**config.mk**
```make
export PLATFORM = sky130hd
export DESIGN_NAME = ccr_core
export DESIGN_NICKNAME = d
export VERILOG_FILES = /design/src/ccr_pkg.sv /design/src/ccr_core.sv
export SDC_FILE = /design/constraint.sdc
export NUM_CORES = 2
export LEC_CHECK = 0
export CAP_MARGIN = 20
export CELL_PAD_IN_SITES_DETAIL_PLACEMENT = 2
export CELL_PAD_IN_SITES_GLOBAL_PLACEMENT = 2
export CORE_MARGIN = 2
export CORE_UTILIZATION = 50
export DETAILED_ROUTE_END_ITERATION = 6
export DONT_BUFFER_PORTS = 1
export GPL_TIMING_DRIVEN = 0
export PLACE_DENSITY = 0.85
export SLEW_MARGIN = 0
export SYNTH_ARGS = -nofsm -noshare
export SYNTH_HDL_FRONTEND = slang
export SYNTH_SLANG_ARGS = --single-unit
```
**constraint.sdc**
```tcl
create_clock -name ref_clk -period 35.2 [get_ports ref_clk]
set_input_delay 1.76 -clock ref_clk [delete_from_list [all_inputs] [get_ports ref_clk]]
set_output_delay 1.76 -clock ref_clk [all_outputs]
set_load 0.01 [all_outputs]
```
**src/ccr_pkg.sv**
```systemverilog
`default_nettype none
package ccr_pkg;
    localparam logic [7:0] ADDR_STACK = 8'h81;
    localparam logic [7:0] ADDR_DP_LOW = 8'h82;
    localparam logic [7:0] ADDR_DP_HIGH = 8'h83;
    localparam logic [7:0] ADDR_STATUS = 8'hd0;
    localparam logic [7:0] ADDR_ARITH = 8'he0;
    localparam logic [7:0] ADDR_SECOND = 8'hf0;
    localparam logic [7:0] RST_STACK = 8'h07;
    localparam logic [7:0] RST_ZERO = 8'h00;
    localparam logic [7:0] DIRECT_TOP = 8'h7f;
    localparam logic [7:0] XRAM_PAGE = 8'h00;
    localparam int BIT_CARRY = 7;
    localparam int BIT_HALF = 6;
    localparam int BIT_UF0 = 5;
    localparam int BIT_BSH = 4;
    localparam int BIT_BSL = 3;
    localparam int BIT_WRAP = 2;
    localparam int BIT_UF1 = 1;
    localparam int BIT_PARITY = 0;
    localparam logic [15:0] START_ADDR = 16'h0000;
    localparam logic [15:0] VEC_FIRST = 16'h0003;
    localparam int VEC_SHIFT = 3;
    localparam logic [2:0] MIN_CYC = 3'h1;
    localparam logic [2:0] MAX_CYC = 3'h7;

    typedef enum logic [2:0] {MODE_DIR, MODE_IND8, MODE_IND16, MODE_REG, MODE_IMM,
                              MODE_IDX_DATA, MODE_IDX_PROG} ccr_mode_t;
    typedef enum logic [1:0] {SPACE_IRAM, SPACE_SFR, SPACE_XRAM, SPACE_CODE} ccr_space_t;
    typedef enum logic [3:0] {ALU_NONE, ALU_ADD, ALU_ADDC, ALU_SUBB, ALU_MUL, ALU_DIV,
                              ALU_CLR_CARRY, ALU_SET_CARRY, ALU_CPL_CARRY, ALU_AND_CARRY,
                              ALU_OR_CARRY, ALU_MOV_CARRY, ALU_PUSH, ALU_POP} ccr_alu_op_t;
    typedef enum logic [1:0] {OP_IDLE, OP_ADDR, OP_DATA} ccr_op_state_t;

    typedef struct packed {
        logic valid;
        logic write;
        logic ext;
        ccr_mode_t mode;
        logic [7:0] field;
        logic [7:0] wdata;
    } ccr_opnd_req_t;

    typedef struct packed {
        ccr_alu_op_t op;
        logic [7:0] operand;
        logic bit_in;
    } ccr_alu_req_t;

    typedef struct packed {
        logic step;
        logic [1:0] len;
        logic irq_take;
        logic [4:0] irq_src;
        logic jump_idx;
    } ccr_flow_req_t;

    typedef struct packed {
        logic [7:0] stack_pointer;
        logic [7:0] data_pointer_low;
        logic [7:0] data_pointer_high;
        logic [7:0] program_status_word;
        logic [7:0] main_arith_register;
        logic [7:0] second_operand_reg;
    } ccr_regs_t;
endpackage
`default_nettype wire
```
**src/ccr_core.sv**
```systemverilog
// Behaviour
// - Status word bits are carry, half carry, flag0, bank high/low, wrap, flag1, parity.
// - The six core registers answer at their address on every page 0 to F.
// - Two bank bits choose one of four banks of eight working registers.
// - Parity bit always equals odd count of ones in the main register.
// - Carry is the one-bit accumulator for Boolean bit operations.
// - Stack pointer increments before the pushed byte is written.
// - Reset gives stack pointer 07 and zero in the other core registers.
// - Wide data pointer is high byte over low byte, addressing XRAM and flash.
// - Second operand register joins the main register in multiply and divide.
// - Instructions last 1 to 7 clock cycles, counted in plain clocks.
// - Direct mode uses an 8-bit field reaching internal RAM and special registers only.
// - 8-bit indirect uses working register 0, 1 or the stack pointer.
// - 16-bit indirect uses only the wide data pointer.
// - Register form picks one of eight working registers of the current bank.
// - Immediate operands are read from program bytes after the opcode.
// - Indexed mode is read-only program memory, base plus main register.
// - Indexed jump target is base pointer plus main register.
// - Program memory is on-chip and never written by the core.
// - After reset fetching starts at address 0000.
// - Interrupt vectors start at 0003 and are spaced 8 bytes apart.
// - Data space is separate and holds 256 bytes of scratch-pad RAM.
// - Above 7F, direct reaches special registers, indirect reaches upper RAM.
// - Working-register banks fill the lowest 32 bytes of internal RAM.
`timescale 1ns/10ps
`default_nettype none
module ccr_core
    import ccr_pkg::*;
(
    input wire logic ref_clk,
    input wire logic srst,
    input wire logic [3:0] sfr_page,
    input wire logic [7:0] sfr_addr,
    input wire logic sfr_wr,
    input wire logic sfr_rd,
    input wire logic [7:0] sfr_wdata,
    output logic [7:0] sfr_rdata_reg,
    output logic sfr_hit_reg,
    input wire ccr_opnd_req_t opnd_req,
    output logic opnd_busy_reg,
    output logic opnd_done_reg,
    output logic opnd_fault_reg,
    output logic [7:0] opnd_rdata_reg,
    output logic [15:0] mem_addr_reg,
    output logic code_re_reg,
    output logic xram_re_reg,
    output logic xram_we_reg,
    output logic [7:0] xram_wdata_reg,
    input wire logic [7:0] code_rdata,
    input wire logic [7:0] xram_rdata,
    input wire ccr_alu_req_t alu_req,
    input wire ccr_flow_req_t flow_req,
    input wire logic instr_start,
    input wire logic [2:0] instr_cycles,
    output logic instr_done_reg,
    output var ccr_regs_t arch_reg,
    output logic [15:0] program_counter_reg
);
    logic [7:0] iram_reg [256];
    ccr_regs_t arch_next;
    ccr_op_state_t state_reg;
    ccr_space_t space_reg;
    logic write_reg;
    logic fault_reg;
    logic [7:0] hold_reg;
    logic [2:0] cnt_reg;
    ccr_space_t res_space;
    logic [15:0] res_addr;

    ////////////////////////////////////////////////////////////////////////////
    // The page number is deliberately not decoded: these six registers are
    // mirrored on every page so code never has to switch pages to reach them.
    function automatic logic [8:0] sfr_lookup(input logic [7:0] a, input ccr_regs_t r);
        logic [8:0] v;
        v = {1'b0, RST_ZERO};
        case (a)
            ADDR_STACK: v = {1'b1, r.stack_pointer};
            ADDR_DP_LOW: v = {1'b1, r.data_pointer_low};
            ADDR_DP_HIGH: v = {1'b1, r.data_pointer_high};
            ADDR_STATUS: v = {1'b1, r.program_status_word};
            ADDR_ARITH: v = {1'b1, r.main_arith_register};
            ADDR_SECOND: v = {1'b1, r.second_operand_reg};
            default: v = {1'b0, RST_ZERO};
        endcase
        return v;
    endfunction

    wire [7:0] status = arch_reg.program_status_word;
    wire [7:0] arith = arch_reg.main_arith_register;
    wire [7:0] second = arch_reg.second_operand_reg;
    wire [7:0] stk = arch_reg.stack_pointer;
    wire [15:0] arith16 = {8'h00, arith};
    wire [15:0] wide_data_pointer = {arch_reg.data_pointer_high, arch_reg.data_pointer_low};
    wire [1:0] bank = status[BIT_BSH:BIT_BSL];
    wire [7:0] bank_base = {3'h0, bank, 3'h0};
    wire [7:0] ind_reg_addr = bank_base | {7'h00, opnd_req.field[0]};
    wire [7:0] ind_ptr = opnd_req.field[1] ? stk : iram_reg[ind_reg_addr];
    wire [7:0] work_addr = bank_base | {5'h00, opnd_req.field[2:0]};
    wire take = opnd_req.valid && state_reg == OP_IDLE;
    wire res_fault = opnd_req.write && res_space == SPACE_CODE;

    always_comb
    begin
        res_space = SPACE_IRAM;
        res_addr = {8'h00, opnd_req.field};
        case (opnd_req.mode)
            MODE_DIR: res_space = opnd_req.field > DIRECT_TOP ? SPACE_SFR : SPACE_IRAM;
            MODE_IND8:
            begin
                res_space = opnd_req.ext ? SPACE_XRAM : SPACE_IRAM;
                res_addr = {XRAM_PAGE, ind_ptr};
            end
            MODE_IND16:
            begin
                res_space = SPACE_XRAM;
                res_addr = wide_data_pointer;
            end
            MODE_REG: res_addr = {8'h00, work_addr};
            MODE_IMM:
            begin
                res_space = SPACE_CODE;
                res_addr = program_counter_reg + {8'h00, opnd_req.field};
            end
            MODE_IDX_DATA:
            begin
                res_space = SPACE_CODE;
                res_addr = wide_data_pointer + arith16;
            end
            MODE_IDX_PROG:
            begin
                res_space = SPACE_CODE;
                res_addr = program_counter_reg + arith16;
            end
            default: res_space = SPACE_IRAM;
        endcase
    end

    ////////////////////////////////////////////////////////////////////////////
    // The port write wins over a pipelined special-register write in the same cycle.
    wire op_sfr_we = state_reg == OP_ADDR && space_reg == SPACE_SFR && write_reg;
    wire sfr_we = sfr_wr || op_sfr_we;
    wire [7:0] sfr_wa = sfr_wr ? sfr_addr : mem_addr_reg[7:0];
    wire [7:0] sfr_wd = sfr_wr ? sfr_wdata : xram_wdata_reg;
    wire [8:0] port_look = sfr_lookup(sfr_addr, arch_reg);
    wire [8:0] op_look = sfr_lookup(mem_addr_reg[7:0], arch_reg);

    // Stack operations need the RAM port, so they are dropped while an operand
    // access owns it; the busy output tells the sequencer to hold them back.
    wire stack_op = alu_req.op == ALU_PUSH || alu_req.op == ALU_POP;
    wire alu_go = !sfr_we && !(stack_op && state_reg == OP_ADDR);
    wire push_go = alu_go && alu_req.op == ALU_PUSH;
    wire [7:0] stk_inc = stk + 8'h01;
    wire op_ram_we = state_reg == OP_ADDR && space_reg == SPACE_IRAM && write_reg;
    wire ram_we = push_go || op_ram_we;
    wire [7:0] ram_wa = push_go ? stk_inc : mem_addr_reg[7:0];
    wire [7:0] ram_wd = push_go ? alu_req.operand : xram_wdata_reg;

    wire cin = status[BIT_CARRY];
    wire [7:0] opv = alu_req.operand;
    wire [8:0] sum9 = {1'b0, arith} + {1'b0, opv} + {8'h00, cin && alu_req.op == ALU_ADDC};
    wire [4:0] sum5 = {1'b0, arith[3:0]} + {1'b0, opv[3:0]} + {4'h0, cin && alu_req.op == ALU_ADDC};
    wire [8:0] dif9 = {1'b0, arith} - {1'b0, opv} - {8'h00, cin};
    wire [4:0] dif5 = {1'b0, arith[3:0]} - {1'b0, opv[3:0]} - {4'h0, cin};
    wire [15:0] prod = {8'h00, arith} * {8'h00, second};
    wire div_zero = second == RST_ZERO;
    wire [7:0] quot = div_zero ? arith : arith / second;
    wire [7:0] remd = div_zero ? second : arith % second;

    always_comb
    begin
        arch_next = arch_reg;
        if (sfr_we)
        begin
            case (sfr_wa)
                ADDR_STACK: arch_next.stack_pointer = sfr_wd;
                ADDR_DP_LOW: arch_next.data_pointer_low = sfr_wd;
                ADDR_DP_HIGH: arch_next.data_pointer_high = sfr_wd;
                ADDR_STATUS: arch_next.program_status_word = sfr_wd;
                ADDR_ARITH: arch_next.main_arith_register = sfr_wd;
                ADDR_SECOND: arch_next.second_operand_reg = sfr_wd;
                default: arch_next = arch_reg;
            endcase
        end
        else if (alu_go)
        begin
            case (alu_req.op)
                ALU_ADD, ALU_ADDC:
                begin
                    arch_next.main_arith_register = sum9[7:0];
                    arch_next.program_status_word[BIT_CARRY] = sum9[8];
                    arch_next.program_status_word[BIT_HALF] = sum5[4];
                    arch_next.program_status_word[BIT_WRAP] = arith[7] == opv[7] && sum9[7] != arith[7];
                end
                ALU_SUBB:
                begin
                    arch_next.main_arith_register = dif9[7:0];
                    arch_next.program_status_word[BIT_CARRY] = dif9[8];
                    arch_next.program_status_word[BIT_HALF] = dif5[4];
                    arch_next.program_status_word[BIT_WRAP] = arith[7] != opv[7] && dif9[7] != arith[7];
                end
                ALU_MUL:
                begin
                    arch_next.main_arith_register = prod[7:0];
                    arch_next.second_operand_reg = prod[15:8];
                    arch_next.program_status_word[BIT_CARRY] = 1'b0;
                    arch_next.program_status_word[BIT_WRAP] = prod[15:8] != RST_ZERO;
                end
                ALU_DIV:
                begin
                    arch_next.main_arith_register = quot;
                    arch_next.second_operand_reg = remd;
                    arch_next.program_status_word[BIT_CARRY] = 1'b0;
                    arch_next.program_status_word[BIT_WRAP] = div_zero;
                end
                ALU_CLR_CARRY: arch_next.program_status_word[BIT_CARRY] = 1'b0;
                ALU_SET_CARRY: arch_next.program_status_word[BIT_CARRY] = 1'b1;
                ALU_CPL_CARRY: arch_next.program_status_word[BIT_CARRY] = !cin;
                ALU_AND_CARRY: arch_next.program_status_word[BIT_CARRY] = cin && alu_req.bit_in;
                ALU_OR_CARRY: arch_next.program_status_word[BIT_CARRY] = cin || alu_req.bit_in;
                ALU_MOV_CARRY: arch_next.program_status_word[BIT_CARRY] = alu_req.bit_in;
                ALU_PUSH: arch_next.stack_pointer = stk_inc;
                ALU_POP:
                begin
                    arch_next.main_arith_register = iram_reg[stk];
                    arch_next.stack_pointer = stk - 8'h01;
                end
                default: arch_next = arch_reg;
            endcase
        end
        // Parity is recomputed from the value being stored, so it can never lag.
        arch_next.program_status_word[BIT_PARITY] = ^arch_next.main_arith_register;
    end

    always_ff @(posedge ref_clk)
    begin
        if (srst)
        begin
            arch_reg <= '{RST_STACK, RST_ZERO, RST_ZERO, RST_ZERO, RST_ZERO, RST_ZERO};
        end
        else
        begin
            arch_reg <= arch_next;
        end
    end

    // Data storage only; working banks sit in its lowest 32 bytes.
    always_ff @(posedge ref_clk)
    begin
        if (ram_we)
        begin
            iram_reg[ram_wa] <= ram_wd;
        end
    end

    always_ff @(posedge ref_clk)
    begin
        if (srst)
        begin
            sfr_rdata_reg <= RST_ZERO;
            sfr_hit_reg <= 1'b0;
        end
        else
        begin
            sfr_rdata_reg <= sfr_rd ? port_look[7:0] : RST_ZERO;
            sfr_hit_reg <= sfr_rd && port_look[8];
        end
    end

    ////////////////////////////////////////////////////////////////////////////
    // Every operand access takes three cycles regardless of space, which keeps
    // the sequencer simple at the cost of a cycle on internal accesses.
    always_ff @(posedge ref_clk)
    begin
        if (srst)
        begin
            state_reg <= OP_IDLE;
            space_reg <= SPACE_IRAM;
            write_reg <= 1'b0;
            fault_reg <= 1'b0;
            mem_addr_reg <= START_ADDR;
            xram_wdata_reg <= RST_ZERO;
            code_re_reg <= 1'b0;
            xram_re_reg <= 1'b0;
            xram_we_reg <= 1'b0;
            opnd_busy_reg <= 1'b0;
            opnd_done_reg <= 1'b0;
            opnd_fault_reg <= 1'b0;
            opnd_rdata_reg <= RST_ZERO;
            hold_reg <= RST_ZERO;
        end
        else
        begin
            code_re_reg <= 1'b0;
            xram_re_reg <= 1'b0;
            xram_we_reg <= 1'b0;
            opnd_done_reg <= 1'b0;
            case (state_reg)
                OP_IDLE:
                begin
                    if (take)
                    begin
                        state_reg <= OP_ADDR;
                        space_reg <= res_space;
                        write_reg <= opnd_req.write && !res_fault;
                        fault_reg <= res_fault;
                        mem_addr_reg <= res_addr;
                        xram_wdata_reg <= opnd_req.wdata;
                        code_re_reg <= res_space == SPACE_CODE && !res_fault;
                        xram_re_reg <= res_space == SPACE_XRAM && !opnd_req.write;
                        xram_we_reg <= res_space == SPACE_XRAM && opnd_req.write;
                        opnd_busy_reg <= 1'b1;
                    end
                end
                OP_ADDR:
                begin
                    state_reg <= OP_DATA;
                    hold_reg <= space_reg == SPACE_SFR ? op_look[7:0] : iram_reg[mem_addr_reg[7:0]];
                end
                OP_DATA:
                begin
                    state_reg <= OP_IDLE;
                    opnd_busy_reg <= 1'b0;
                    opnd_done_reg <= 1'b1;
                    opnd_fault_reg <= fault_reg;
                    case (space_reg)
                        SPACE_CODE: opnd_rdata_reg <= fault_reg ? RST_ZERO : code_rdata;
                        SPACE_XRAM: opnd_rdata_reg <= xram_rdata;
                        default: opnd_rdata_reg <= hold_reg;
                    endcase
                end
                default: state_reg <= OP_IDLE;
            endcase
        end
    end

    ////////////////////////////////////////////////////////////////////////////
    wire [15:0] vec_addr = VEC_FIRST + ({11'h000, flow_req.irq_src} << VEC_SHIFT);
    wire [15:0] jump_addr = wide_data_pointer + arith16;
    wire [15:0] step_addr = program_counter_reg + {14'h0000, flow_req.len};
    wire [15:0] pc_next = flow_req.irq_take ? vec_addr :
                          flow_req.jump_idx ? jump_addr :
                          flow_req.step ? step_addr : program_counter_reg;
    wire [2:0] cyc_clip = instr_cycles < MIN_CYC ? MIN_CYC : instr_cycles;

    always_ff @(posedge ref_clk)
    begin
        if (srst)
        begin
            program_counter_reg <= START_ADDR;
            cnt_reg <= 3'h0;
            instr_done_reg <= 1'b0;
        end
        else
        begin
            program_counter_reg <= pc_next;
            if (instr_start)
            begin
                cnt_reg <= cyc_clip - MIN_CYC;
                instr_done_reg <= cyc_clip == MIN_CYC;
            end
            else
            begin
                cnt_reg <= cnt_reg == 3'h0 ? 3'h0 : cnt_reg - MIN_CYC;
                instr_done_reg <= cnt_reg == MIN_CYC;
            end
        end
    end
endmodule
`default_nettype wire

```
==> impl_metrics.json, run 1 <==
{
  "synthSimpleGateAreaFrac_pct": 4.12,
  "post_cts_buffers": 0,
  "grt_use_total_pct": 72.6,
  "initial_utilization_pct": 50.1,
  "async_reset_ff_share_pct": 0,
  "synth_compound_area_share_pct": 4.83,
  "post_cts_resized": 0,
  "place_ws_ns": 18.94,
  "postCtsHoldBufs": 0,
  "io_pins": 201,
  "synthTopCellsByCount": "2048 x edfxtp_1, 1221 x mux4_2, 529 x nor2_1, 306 x clkbuf_1, 238 x nand2_1",
  "grt_max_degree": 153,
  "std_cell_rows": 172,
  "yosysSeqAreaShare_pct": 58.6,
  "port_buffers": 0,
  "netlist.area_leader.share_pct": 56.0,
  "grt.overflow.total": 217,
  "synthMuxAreaShare_pct": 27.1,
  "synth-edff-count": 2048,
  "ys.flop_type": "edfxtp_1",
  "yosys_register_bits": 2193,
  "hpwl_mm": 415,
  "syn_nets": 6565,
  "avgSynthCellArea_sq_um": 17.4,
  "die_w_um": 473,
  "synth_most_common_cell": "edfxtp_1",
  "error": "[ERROR GRT-0232] Routing congestion too high. Check the congestion heatmap in the GUI.",
  "yosysTopAreaCell": "edfxtp_1",
  "synth_cell_type_count": 85,
  "status": "stopped before the end",
  "htree_levels": 4,
  "syn_inst": 6311,
  "haltStage": "global routing",
  "antenna_found_initial": 179,
  "synth_fa_ha_area_share_pct": 2.18,
  "syn_area_sq_um": 110000,
  "synth_top_family_by_area": "multiplexers",
  "synthTopCellsByArea": "edfxtp_1 56%, mux4_2 25%, dfxtp_1 2.6%",
  "clockBufferDepth": 3,
  "root_buffer": "clkbuf_16",
  "place_congestion": 1.17,
  "yosys_warnings": 0,
  "cts_buffers": 227,
  "die_h_um": 473,
  "cts.sinks": 2193,
  "synth_xor_area_share_pct": 0.651
}
[stage by stage]
stage | cells | hold WS (ns) | util, % | cell area [sq um]
4_1_cts | 9732 | 0.471 | 56.1 | 123000
3_5_place_dp | 9304 | 0.462 | 52.8 | 116000
3_3_place_gp | 9182 | 0.453 | 51.8 | 113000
2_1_floorplan | 6311 | 0.436 | - | 110000
[cells by family after synthesis]
logic type	Yosys count
mux	1436
compound gates	771
simple gates	1040
flops	2193
buf+inv	626
xor+xnor	80
fa+ha+maj	165
[routing by layer]
metal / global-route usage [%] / GRT overflow
met5: 43.4 / 1
met4: 66.6 / 86
met3: 62.9 / 5
met2: 85.6 / 118
met1: 72.6 / 7
==> inputs of run 2 (changes only) <==
--- a/config.mk
+++ b/config.mk
@@ -6,14 +6,12 @@
 export NUM_CORES = 2
 export LEC_CHECK = 0
 export CAP_MARGIN = 20
-export CELL_PAD_IN_SITES_DETAIL_PLACEMENT = 2
-export CELL_PAD_IN_SITES_GLOBAL_PLACEMENT = 2
 export CORE_MARGIN = 2
-export CORE_UTILIZATION = 50
+export CORE_UTILIZATION = 35
 export DETAILED_ROUTE_END_ITERATION = 6
 export DONT_BUFFER_PORTS = 1
 export GPL_TIMING_DRIVEN = 0
-export PLACE_DENSITY = 0.85
+export PLACE_DENSITY_LB_ADDON = 0.15
 export SLEW_MARGIN = 0
 export SYNTH_ARGS = -nofsm -noshare
 export SYNTH_HDL_FRONTEND = slang
==> impl_metrics.json, run 2 <==
{
  "wl_per_cell_um": 52.0,
  "r2r_slack_ns": 19.22,
  "async_reset_ff_share_pct": 0,
  "synth_most_common_cell": "edfxtp_1",
  "cp.required_ns": 36.03,
  "switching_share_pct": 31.8,
  "path_common_cell": "o21a_1",
  "drv_slew": 3,
  "antenna_left": 0,
  "holdCritPathClass": "flop to flop",
  "end_kind": "flop",
  "period_share_pct": 45.4,
  "synth-edff-count": 2048,
  "cpPeakStageDelay_ns": 1.03,
  "place_congestion": 1.05,
  "crit_start": "second[0]",
  "rsz0062_at_grt": "no",
  "io_pins": 201,
  "clockBufferDepth": 4,
  "most-common-layout-cells": "2048 x edfxtp_1, 1221 x mux4_2, 526 x nor2_1, 279 x clkbuf_1, 266 x clkbuf_16",
  "finalClockSkew_ns": 0.0490,
  "start_kind": "flop",
  "syn_inst": 6311,
  "largest_register_ffs": 2048,
  "hpwl_mm": 424,
  "multi_input_area_sq_um": 42900,
  "finalWirelength_mm": 581,
  "viasPerCell": 6.92,
  "cap_violations": 1,
  "critical_path_arrival_ns": 16.81,
  "yosys_warnings": 0,
  "synthTopCellsByCount": "2048 x edfxtp_1, 1221 x mux4_2, 529 x nor2_1, 306 x clkbuf_1, 238 x nand2_1",
  "slew_headroom_pct": -3.47,
  "synthTopCellsByArea": "edfxtp_1 56%, mux4_2 25%, dfxtp_1 2.6%",
  "root_buffer": "clkbuf_16",
  "dr.first_iter.drc_count": 14032,
  "ys.flop_type": "edfxtp_1",
  "fin_crit_ns": 15.98,
  "grt.overflow.total": 0,
  "max_freq_ghz": 0.0626,
  "yosys_register_bits": 2193,
  "std_cell_rows": 205,
  "path_depth": 56,
  "critPathBufInv": 4,
  "nets": 7015,
  "p_clk_share_pct": 36.7,
  "cts_tree": "yes",
  "final_cell_count_no_fill": 11163,
  "initial_utilization_pct": 35.2,
  "die_w_um": 564,
  "grt_pass1_wl_mm": 739,
  "reg2reg_from": "second[0]",
  "antenna_found_initial": 84,
  "whs_ns": 0.471,
  "first_pass_iters": 6,
  "cellLeakagePower_uw": 0.0402,
  "cp_top_family": "compound AO/OA/AOI/OAI gates",
  "yosysSeqAreaShare_pct": 58.6,
  "internal-power_uw": 5060,
  "n_fill_cell": 28003,
  "slowest_stage": "dfxtp_1",
  "post_cts_buffers": 0,
  "port_buffers": 0,
  "post_cts_resized": 0,
  "comb_power_share_pct": 24.4,
  "reg2reg_to": "second[5]",
  "synth_cell_type_count": 85,
  "grt_max_degree": 141,
  "place_ws_ns": 19.33,
  "worstSetupPathType": "flop to flop",
  "dieArea_sq_um": 318000,
  "power_density_nw_per_um2": 58.4,
  "drive_gt1_share_pct": 29.9,
  "htree_levels": 5,
  "seqPwrFrac_pct": 39.0,
  "status": "complete, but fails checks",
  "clk_latency_ns": 0.96,
  "setup_slack_ns": 19.22,
  "postCtsHoldBufs": 0,
  "grt_use_total_pct": 36.1,
  "syn_to_final_growth_pct": 15.7,
  "total_power_uw": 7420,
  "worst_slew_pin_slew_ns": 1.54,
  "switching_power_uw": 2360,
  "finalHoldViolations": 0,
  "first_global_vias": 71712,
  "layout_commonest_cell": "edfxtp_1",
  "setup_violations": 0,
  "drc": 0,
  "yosysTopAreaCell": "edfxtp_1",
  "cts_buffers": 262,
  "register_area_sq_um": 64400,
  "cp_max_fo": 15,
  "netlist.area_leader.share_pct": 56.0,
  "die_h_um": 564,
  "cts.clk_slew.worst_paths_ns": 0.06,
  "syn_area_sq_um": 110000,
  "vdd_drop_max_mv": 0.145,
  "syn_nets": 6565,
  "core_sq_um": 312000,
  "cts.sinks": 2193,
  "crit_path_end": "second[5]",
  "reg2regPathDepth": 56,
  "dp_cells": 10618,
  "finalSetupTns_ns": 0,
  "avgSynthCellArea_sq_um": 17.4,
  "violations": "capacitance limit, slew limit",
  "num_vias": 77212
}
run 2: cell counts after synthesis:
No cell type changed its count.
run 2: cell families (layout without fill, tap and decap cells):
group / after synthesis / in the layout / share of synthesized area (%)
flip-flops: 2193 / 2193 / 58.6
multiplexers: 1436 / 1436 / 27.1
AND/OR/NAND/NOR: 1040 / 1040 / 4.12
AO/OA/AOI/OAI: 771 / 771 / 4.83
buffers and inverters: 626 / 1279 / 2.49
adder cells (fa/ha/maj): 165 / 165 / 2.18
XOR/XNOR: 80 / 80 / 0.651
other: 0 / 59 / 0
run 2: how the worst min path moves through the flow:
stage	startpoint	endpoint	slack (ns)	cells after the start
finish	fault_reg	fault_reg	0.47	2
global route	fault_reg	fault_reg	0.50	2
CTS	fault_reg	fault_reg	0.47	2
detailed placement	hold_reg[0]	hold_reg[0]	0.46	2
global placement	hold_reg[0]	hold_reg[0]	0.46	2
floorplan	hold_reg[7]	hold_reg[7]	0.44	2
run 2: layout make-up:
cell class | instances | share of cell area [%]
Sequential cell | 2193 | 50.7
Clock buffer | 320 | 5.41
Antenna cell | 59 | 0.116
Inverter | 138 | 0.408
Timing Repair Buffer | 186 | 2.61
Tap cell | 4140 | 4.08
Clock inverter | 147 | 1.07
Multi-Input combinational cell | 3492 | 33.8
Buffer | 488 | 1.85
run 2: power groups by stage:
stage	Clock (uW)	Sequential, uW	Combinational, uW
after CTS	2720	2890	1780
final	2720	2890	1810
after detailed placement	0	2940	1780
after global placement	0	2960	1720
after floorplan	0	2940	1070
after global routing	2810	2890	1900
run 2: through the flow:
step | utilization (%) | cell area (sq um)
after global placement | 36.8 | 115000
after detailed placement | 37.9 | 118000
final | 40.7 | 127000
after CTS | 40.6 | 127000
after global routing | 40.7 | 127000
after floorplan | - | 110000
run 2: per-layer routing:
layer	vias to the layer above	GRT usage, %	part of all wire (%)
met4	36	26.5	8.7
met1	41406	45.3	36
met2	6759	51.8	42
li1	27365	-	-
met5	-	0.104	0.049
met3	1646	12.1	13
run 2: worst register-to-register path: cells and delay by family, from the launching register on:
kind                       cells  cell delay (ns)
AOI/OAI and AO/OA             36             8.28
adders and majority gates      8             2.63
buffers and inverters          4             1.47
DFF                            1             1.03
muxes                          4             1.34
and+or+nand+nor                4             1.14
Power figures use the tool's default switching activity.
